===== config.mk =====
export PLATFORM = sky130hd
export DESIGN_NAME = pwr_ctrl
export DESIGN_NICKNAME = d
export VERILOG_FILES = /design/src/logic/pwr_pkg.sv /design/src/logic/pwr_bus_if.sv /design/src/logic/pwr_ctrl.sv /design/src/logic/pwr_regs.sv /design/src/logic/pwr_wake.sv
export SDC_FILE = /design/constraint.sdc
export NUM_CORES = 1
export LEC_CHECK = 0
export ABC_AREA = 1
export BUFFER_PORTS_ARGS = -buffer_cell sky130_fd_sc_hd__buf_2
export CORE_MARGIN = 4
export CORE_UTILIZATION = 35
export CTS_CLUSTER_DIAMETER = 150
export CTS_CLUSTER_SIZE = 16
export DETAILED_ROUTE_END_ITERATION = 16
export PLACE_DENSITY = 0.71
export SETUP_SLACK_MARGIN = 0.3
export SLEW_MARGIN = 20
export SYNTH_ARGS = -nofsm -noshare
export SYNTH_HDL_FRONTEND = slang
export SYNTH_SLANG_ARGS = --single-unit

===== constraint.sdc =====
create_clock -name clk -period 2.2 [get_ports clk]
set_input_delay 0.55 -clock clk [delete_from_list [all_inputs] [get_ports clk]]
set_output_delay 0.55 -clock clk [all_outputs]
set_load 0.01 [all_outputs]

===== src/logic/pwr_pkg.sv =====
// power-down mode controller: shared constants and types
// assumes a 32-bit classic wishbone slave port, byte addressed
package pwr_pkg;
  localparam logic [7:0] ADDR_STANDBY_PIN_N_CTRL = 8'h00;
  localparam logic [7:0] ADDR_WAKE_CTRL = 8'h04;
  localparam logic [7:0] ADDR_STATUS = 8'h08;
  localparam logic [7:0] ADDR_IRQ_MASK = 8'h0C;
  localparam int SEL_BIT_POS = 7;
  localparam logic [7:0] STANDBY_PIN_N_CTRL_RESET = 8'h7F;
  localparam logic [7:0] STANDBY_PIN_N_CTRL_RSVD = 8'h7F;
  localparam int WDT_RUN_POS = 0;
  localparam int LEVEL_W = 3;
  localparam logic [LEVEL_W-1:0] MASK_RESET = 3'h7;
  localparam int NMI_WAIT_NS = 1000;
  localparam int CLK_NS = 25;
  localparam int NMI_WAIT_CYC = (NMI_WAIT_NS + CLK_NS - 1) / CLK_NS;
  localparam int CNT_W = 12;
  typedef enum logic [2:0] {
    ST_RESET,
    ST_RUN,
    ST_SLEEP,
    ST_SW_STANDBY_PIN_N,
    ST_NMI_WAIT,
    ST_HW_STANDBY_PIN_N,
    ST_XFER
  } pwr_state_e;
endpackage


===== src/logic/pwr_bus_if.sv =====
// wishbone request/answer between the top and its register file
// assumes the top drives clocking for both ends
`timescale 1ns/10ps
interface pwr_bus_if;
  logic [7:0] adr;
  logic [31:0] wdat;
  logic [31:0] rdat;
  logic we;
  logic [3:0] sel;
  logic req;
  logic ack;
  modport master (output adr, output wdat, output we, output sel, output req, input rdat, input ack);
  modport slave (input adr, input wdat, input we, input sel, input req, output rdat, output ack);
endinterface


===== src/logic/pwr_ctrl.sv =====
// power-down mode controller: sleep, software and hardware standby
// assumes a classic wishbone master and core/pin inputs synchronous to clk
// assumes the clock generator, cpu and port drivers obey the mode outputs
// assumes the transfer controller holds its count steady while done is high
//
// Behaviour
// - sleep instruction, select clear: enter sleep
// - sleep keeps clock and modules running
// - software modes entered only from execution
// - software standby stops clock, resets modules
// - standby pin low forces hardware standby
// - hardware standby: halt, init, ports floating
// - leave hardware standby via pin then reset
// - software standby exits: nmi, reset, pin
// - select bit seven picks sleep or standby
// - select cannot set while watchdog runs
// - sleep wakes on interrupt, reset, pin
// - interrupt wakes into cpu or transfer
// - after transfer run, service only if count zero
// - masked-level interrupts stay pending
// - disabled module interrupts never wake
// - reset pin low in sleep: reset
// - standby pin low in sleep: hardware standby
//
// Decided for this implementation: the Wishbone interface to the registers and the address map.
`timescale 1ns/10ps
module pwr_ctrl
  import pwr_pkg::*;
(
  input wire logic clk,
  input wire logic rst,
  input wire logic wb_cyc_i,
  input wire logic wb_stb_i,
  input wire logic wb_we_i,
  input wire logic [7:0] wb_adr_i,
  input wire logic [31:0] wb_dat_i,
  input wire logic [3:0] wb_sel_i,
  output logic [31:0] wb_dat_o,
  output logic wb_ack_o,
  input wire logic sleep_exec,
  input wire logic reset_pin_n,
  input wire logic standby_pin_n,
  input wire logic nmi_req,
  input wire logic [7:0] irq_req,
  input wire logic [7:0] irq_en,
  input wire logic [7:0] irq_xfer,
  input wire logic xfer_done,
  input wire logic [15:0] transfer_count_reg,
  output logic clk_run,
  output logic cpu_run,
  output logic cpu_regs_lost,
  output logic modules_run,
  output logic modules_init,
  output logic ports_hiz,
  output logic irq_service,
  output logic xfer_start,
  output logic cpu_reset
);
  pwr_bus_if bus ();
  pwr_state_e state_reg;
  pwr_state_e state_next;
  logic [CNT_W-1:0] cnt_reg;
  logic [CNT_W-1:0] cnt_next;
  logic clr_sel;
  logic sel_bit;
  logic wdt_run;
  logic wake;
  logic wake_xfer;
  logic [LEVEL_W-1:0] mask_level;
  logic svc_reg;
  logic svc_next;
  logic xs_reg;
  logic xs_next;
  logic lost_reg;
  logic lost_next;
  logic [7:0] status;

  assign bus.adr = wb_adr_i;
  assign bus.wdat = wb_dat_i;
  assign bus.we = wb_we_i;
  assign bus.sel = wb_sel_i;
  assign bus.req = wb_cyc_i && wb_stb_i;
  assign wb_dat_o = bus.rdat;
  assign wb_ack_o = bus.ack;

  pwr_regs u_regs (
    .clk(clk),
    .rst(rst),
    .bus(bus),
    .status_in(status),
    .clr_sel(clr_sel),
    .sel_bit(sel_bit),
    .wdt_run(wdt_run),
    .mask_level(mask_level)
  );

  pwr_wake u_wake (
    .irq_req(irq_req),
    .irq_en(irq_en),
    .irq_xfer(irq_xfer),
    .mask_level(mask_level),
    .wake(wake),
    .wake_xfer(wake_xfer)
  );

  // status: regs-lost flag above the state code
  assign status = {4'h0, lost_reg, 3'(state_reg)};

  always_comb
  begin
    state_next = state_reg;
    cnt_next = cnt_reg;
    clr_sel = 1'b0;
    svc_next = 1'b0;
    xs_next = 1'b0;
    lost_next = lost_reg;
    if (!standby_pin_n)
    begin
      // pin low wins from any state
      state_next = ST_HW_STANDBY_PIN_N;
      clr_sel = 1'b1;
      lost_next = 1'b1;
    end
    else
    begin
      case (state_reg)
        ST_RESET:
        begin
          // reset rising edge runs the reset sequence
          if (reset_pin_n)
          begin
            state_next = ST_RUN;
            lost_next = 1'b0;
          end
        end
        ST_RUN:
        begin
          if (!reset_pin_n)
          begin
            state_next = ST_RESET;
            clr_sel = 1'b1;
          end
          else if (sleep_exec)
          begin
            // only from execution; select chooses mode
            state_next = sel_bit ? ST_SW_STANDBY_PIN_N : ST_SLEEP;
          end
        end
        ST_SLEEP:
        begin
          if (!reset_pin_n)
          begin
            state_next = ST_RESET;
            clr_sel = 1'b1;
          end
          else if (wake)
          begin
            if (wake_xfer)
            begin
              state_next = ST_XFER;
              xs_next = 1'b1;
            end
            else
            begin
              state_next = ST_RUN;
              svc_next = 1'b1;
            end
          end
        end
        ST_XFER:
        begin
          // reset pin still wins while the transfer runs
          if (!reset_pin_n)
          begin
            state_next = ST_RESET;
            clr_sel = 1'b1;
          end
          // back to run; service the interrupt only if the count ran out
          else if (xfer_done)
          begin
            state_next = ST_RUN;
            svc_next = (transfer_count_reg == 16'h0000);
          end
        end
        ST_SW_STANDBY_PIN_N:
        begin
          if (!reset_pin_n)
          begin
            state_next = ST_RESET;
            clr_sel = 1'b1;
          end
          else if (nmi_req)
          begin
            state_next = ST_NMI_WAIT;
            cnt_next = '0;
          end
        end
        ST_NMI_WAIT:
        begin
          // oscillator settle before resuming on nmi
          if (!reset_pin_n)
          begin
            state_next = ST_RESET;
            clr_sel = 1'b1;
          end
          else if (cnt_reg == CNT_W'(NMI_WAIT_CYC - 1))
          begin
            state_next = ST_RUN;
            svc_next = 1'b1;
            clr_sel = 1'b1;
          end
          else
          begin
            cnt_next = cnt_reg + 1'b1;
          end
        end
        ST_HW_STANDBY_PIN_N:
        begin
          // pin high first, reset held low, then rise
          if (!reset_pin_n)
          begin
            state_next = ST_RESET;
          end
        end
        default:
        begin
          state_next = ST_RESET;
        end
      endcase
    end
  end

  always_ff @(posedge clk or posedge rst)
  begin
    if (rst)
    begin
      state_reg <= ST_RESET;
      cnt_reg <= '0;
      svc_reg <= 1'b0;
      xs_reg <= 1'b0;
      lost_reg <= 1'b0;
    end
    else
    begin
      state_reg <= state_next;
      cnt_reg <= cnt_next;
      svc_reg <= svc_next;
      xs_reg <= xs_next;
      lost_reg <= lost_next;
    end
  end

  // clock stopped: both standby modes and the oscillator settle after nmi
  function automatic logic halted(input pwr_state_e s);
    halted = s == ST_SW_STANDBY_PIN_N || s == ST_HW_STANDBY_PIN_N || s == ST_NMI_WAIT;
  endfunction

  // mode outputs registered from the next state
  logic clk_next;
  logic cpu_next;
  logic mod_next;
  logic init_next;
  logic hiz_next;
  logic rstc_next;
  always_comb
  begin
    clk_next = !halted(state_next);
    cpu_next = state_next == ST_RUN;
    mod_next = state_next == ST_RUN || state_next == ST_SLEEP || state_next == ST_XFER;
    // modules stay initialised until the settle after nmi has ended
    init_next = halted(state_next) || state_next == ST_RESET;
    hiz_next = state_next == ST_HW_STANDBY_PIN_N;
    rstc_next = state_next == ST_RESET || state_next == ST_HW_STANDBY_PIN_N;
  end

  always_ff @(posedge clk or posedge rst)
  begin
    if (rst)
    begin
      clk_run <= 1'b1;
      cpu_run <= 1'b0;
      modules_run <= 1'b0;
      modules_init <= 1'b1;
      ports_hiz <= 1'b0;
      cpu_reset <= 1'b1;
      cpu_regs_lost <= 1'b0;
      irq_service <= 1'b0;
      xfer_start <= 1'b0;
    end
    else
    begin
      clk_run <= clk_next;
      cpu_run <= cpu_next;
      modules_run <= mod_next;
      modules_init <= init_next;
      ports_hiz <= hiz_next;
      cpu_reset <= rstc_next;
      cpu_regs_lost <= lost_next;
      irq_service <= svc_next;
      xfer_start <= xs_next;
    end
  end
endmodule


===== src/logic/pwr_regs.sv =====
// register file: standby control, wake control, interrupt mask level
// assumes one request at a time from the top, answered one cycle later
`timescale 1ns/10ps
module pwr_regs
  import pwr_pkg::*;
(
  input wire logic clk,
  input wire logic rst,
  pwr_bus_if.slave bus,
  input wire logic [7:0] status_in,
  input wire logic clr_sel,
  output logic sel_bit,
  output logic wdt_run,
  output logic [LEVEL_W-1:0] mask_level
);
  logic sel_reg, sel_next;
  logic wdt_reg, wdt_next;
  logic [LEVEL_W-1:0] mask_reg, mask_next;
  logic ack_reg, ack_next;
  logic [31:0] rdat_reg, rdat_next;
  logic wr;

  always_comb
  begin
    wr = bus.req && bus.we && !ack_reg && bus.sel[0];
    sel_next = sel_reg;
    wdt_next = wdt_reg;
    mask_next = mask_reg;
    ack_next = bus.req && !ack_reg;
    rdat_next = 32'h00000000;
    if (wr && bus.adr == ADDR_STANDBY_PIN_N_CTRL)
    begin
      // select only sets while the watchdog is stopped
      sel_next = bus.wdat[SEL_BIT_POS] && !wdt_reg;
    end
    else if (wr && bus.adr == ADDR_WAKE_CTRL)
    begin
      wdt_next = bus.wdat[WDT_RUN_POS];
    end
    else if (wr && bus.adr == ADDR_IRQ_MASK)
    begin
      mask_next = bus.wdat[LEVEL_W-1:0];
    end
    if (clr_sel)
    begin
      sel_next = 1'b0;
    end
    if (bus.adr == ADDR_STANDBY_PIN_N_CTRL)
    begin
      rdat_next = {24'h000000, sel_reg, STANDBY_PIN_N_CTRL_RSVD[6:0]};
    end
    else if (bus.adr == ADDR_WAKE_CTRL)
    begin
      rdat_next = {31'h00000000, wdt_reg};
    end
    else if (bus.adr == ADDR_STATUS)
    begin
      rdat_next = {24'h000000, status_in};
    end
    else if (bus.adr == ADDR_IRQ_MASK)
    begin
      rdat_next = {29'h00000000, mask_reg};
    end
  end

  always_ff @(posedge clk or posedge rst)
  begin
    if (rst)
    begin
      sel_reg <= STANDBY_PIN_N_CTRL_RESET[SEL_BIT_POS];
      wdt_reg <= 1'b0;
      mask_reg <= MASK_RESET;
      ack_reg <= 1'b0;
      rdat_reg <= 32'h00000000;
    end
    else
    begin
      sel_reg <= sel_next;
      wdt_reg <= wdt_next;
      mask_reg <= mask_next;
      ack_reg <= ack_next;
      rdat_reg <= rdat_next;
    end
  end

  assign bus.ack = ack_reg;
  assign bus.rdat = rdat_reg;
  assign sel_bit = sel_reg;
  assign wdt_run = wdt_reg;
  assign mask_level = mask_reg;
endmodule


===== src/logic/pwr_wake.sv =====
// wake request qualifier: enable gating and priority against the mask
// assumes interrupt requests are levels held by their sources
`timescale 1ns/10ps
module pwr_wake
  import pwr_pkg::*;
(
  input wire logic [7:0] irq_req,
  input wire logic [7:0] irq_en,
  input wire logic [7:0] irq_xfer,
  input wire logic [LEVEL_W-1:0] mask_level,
  output logic wake,
  output logic wake_xfer
);
  // request index doubles as its priority level, 0 lowest
  always_comb
  begin
    wake = 1'b0;
    wake_xfer = 1'b0;
    for (int i = 7; i >= 0; i--)
    begin
      // disabled or masked requests stay pending
      if (!wake && irq_req[i] && irq_en[i] && 3'(i) > mask_level)
      begin
        wake = 1'b1;
        wake_xfer = irq_xfer[i];
      end
    end
  end
endmodule


==> impl_metrics.tcl <==
set metrics [dict create \
    outcome "completed" \
    start_kind "flip-flop" \
    cp.required_ns 2.36 \
    cp_num_buf_inv 2 \
    postRouteAntennaNets 0 \
    hpwl_microns 4490 \
    core_region_area_sq_um 6760 \
    drive_gt1_frac 0.380 \
    synth_area_per_cell_sq_um 7.52 \
    die-height_microns 91.0 \
    start_util 0.357 \
    vias_per_cell 4.64 \
    timing.rr.end "modules_run" \
    path_common_cell "nand2_4" \
    finalSetupViolations 0 \
    wl_microns 5730 \
    maxSlewViolCount 0 \
    r2r_setup_slack_ns 0.20 \
    cap_violations 0 \
    synthDistinctLibCells 46 \
    rr_worst_depth 14 \
    ys_seq_area_frac 0.376 \
    cts_buffer_depth 2 \
    die_w_microns 91.0 \
    whs_ns 0.359 \
    grt_max_degree 37 \
    final_cell_mix "77 x buf_2, 48 x nand2_1, 42 x inv_1" \
    endpoint_kind "flip-flop" \
    ioPinCount 136 \
    dr.pass1.iters 4 \
    tritoncts "yes" \
    final-hold-violation-count 0 \
    routabilityCongestion 0.866 \
    final_common_cell "buf_2" \
    vias 2280 \
    postSynthCellCount 321 \
    crit_fanout 7 \
    wire_per_inst_microns 11.7 \
    drtIter0Drc 88 \
    max_clock_freq_mhz 500 \
    critPathArrivalTime_ns 2.17 \
    largest_reg_flops 12 \
    clock-sinks 36 \
    min_path_type "primary input to asynchronous set/reset pin" \
    fin_skew_ns 0.00598 \
    fin_nets 506 \
    slowest_stage "dfstp_2" \
    cts.clk_slew.worst_paths_ns 0.07 \
    synthFlopType "dfrtp_1" \
    tns_ns 0 \
    track_usage 0.133 \
    netlist_area_sq_um 2410 \
    insertion_delay_ns 0.28 \
    fin_crit_sh 0.910 \
    synth_seq_cells 36 \
    cts_max_level 2 \
    placed_cell_area_sq_um 2810 \
    syn2layout_area_growth_pct 27.4 \
    fin_ws_ns 0.199 \
    cp_cell_sequence "inv_4 -> nor2_4 -> nor2_2 -> nor2_4 -> nand4_4 -> or2_4 -> nand2_4 -> nand2_4 -> nand2_4 -> nand2_2 -> nand2_4 -> inv_4 -> nand2_1 -> o21ai_1" \
    overflow 0 \
    fin_util 0.455 \
    crit_type "flip-flop to flip-flop" \
    pwr_density_cell_nw_per_um2 577 \
    period_needed_ns 2.00 \
    dieArea_sq_um 8290 \
    ys_warn_count 0 \
    drt_drc_violations_left 0 \
    pre_cts_slack_ns 0.105 \
    ctsHoldBuffers 0 \
    ir_drop_uv 201 \
    grt_pass1_vias 2120 \
    port_buffers 77 \
    numCtsBuffers 5 \
    cts_root_buf "clkbuf_8" \
    fin_area_sq_um 3080 \
    p_leak_nw 1.61 \
    grt_antenna_before_repair 0 \
    synth_edf_count 0 \
    critical_path.top_delay_family "simple AND/OR/NAND/NOR gates" \
    rsz0062_at_grt "yes" \
    grt_pass1_wl_microns 9050 \
    max_stage_delay_ns 0.60 \
    antenna_cells 0 \
    async_flop_share 1.00 \
    reg2reg_from "u_regs.mask_level[2]" \
    rows 30 \
]
[final cells by class]
cell class | count | area [sq um]
clock buffers | 7 | 96.3
fillers | 697 | 3680
inverters | 52 | 200
multi-input cells | 228 | 1300
flip-flops and latches | 36 | 908
well taps | 80 | 100
repair buffers | 88 | 468
[layer usage]
| layer | vias up | share of wire | global-route usage |
|---|---|---|---|
| li1 | 1169 | - | - |
| met1 | 1052 | 0.41 | 0.150 |
| met2 | 55 | 0.53 | 0.243 |
| met3 | 4 | 0.053 | 0.0290 |
| met4 | 0 | 0.0098 | 0.0515 |
| met5 | - | 0 | 0 |
[worst register-to-register path, stage by stage (launching register included)]
cell and delay, ns:
dfstp_2 0.60, inv_4 0.08, nor2_4 0.11, nor2_2 0.05
nor2_4 0.15, nand4_4 0.11, or2_4 0.28, nand2_4 0.08
nand2_4 0.07, nand2_4 0.06, nand2_2 0.05, nand2_4 0.09
inv_4 0.04, nand2_1 0.05, o21ai_1 0.05
[synthesized netlist by cell type, drive strengths merged (2+ instances only)]
library cell,instances,area (sq um)
nor2,38,170
or2,2,15.0
dfstp,6,158
dfrtp,30,751
nor3b,2,15.0
o22ai,2,12.5
buf,28,205
a211oi,2,15.0
xor2,3,26.3
nor4,7,43.8
a31oi,2,12.5
mux2,2,22.5
nor3,11,60.1
nand4,11,75.1
inv,51,191
o21ai,15,78.8
nand3,21,125
nand2,63,259
a21oi,11,70.1
[report_power, final]
part	internal (W)	switching, W
clock network	0.000279	0.000216
logic	0.000181	0.000287
registers	0.000747	0.0000646
[logic make-up after synthesis]
logic type	Yosys count	synth area share
other	1	0.00155
adder cells (fa/ha/maj)	1	0.00518
flip-flops	36	0.376
multiplexers	2	0.00933
AO/OA/AOI/OAI	37	0.0959
AND/OR/NAND/NOR	160	0.331
buffers and inverters	80	0.166
XOR/XNOR	4	0.0145
[worst max-delay path by stage]
| stage | depth (start not counted) | slack, ns | start | to |
|---|---|---|---|---|
| 2_1_floorplan | 14 | 0.41 | u_regs.mask_level[1] | modules_run |
| 3_3_place_gp | 12 | 0.17 | reset_pin_n | cnt_reg[8] |
| 3_5_place_dp | 12 | 0.11 | reset_pin_n | cnt_reg[8] |
| 4_1_cts | 14 | 0.22 | u_regs.mask_level[2] | modules_run |
| 5_1_grt | 12 | 0.07 | u_regs.mask_level[2] | modules_init |
| 6_report | 14 | 0.20 | u_regs.mask_level[2] | modules_run |
[repair_timing]
action / 4_1_cts / 5_1_grt
setup endpoints to repair: 9 / 16
pin swaps: 10 / 9
buffers inserted: 2 / 5
gates resized for setup: 10 / 19
[through the flow]
stage / power, W / std cells
global placement: 0.00124 / 477
detailed placement: 0.00124 / 477
finish: 0.00178 / 491
global route: 0.00189 / 491
CTS: 0.00176 / 486
floorplan: 0.00113 / 344
Note: power is estimated with default switching activity, not from simulation.
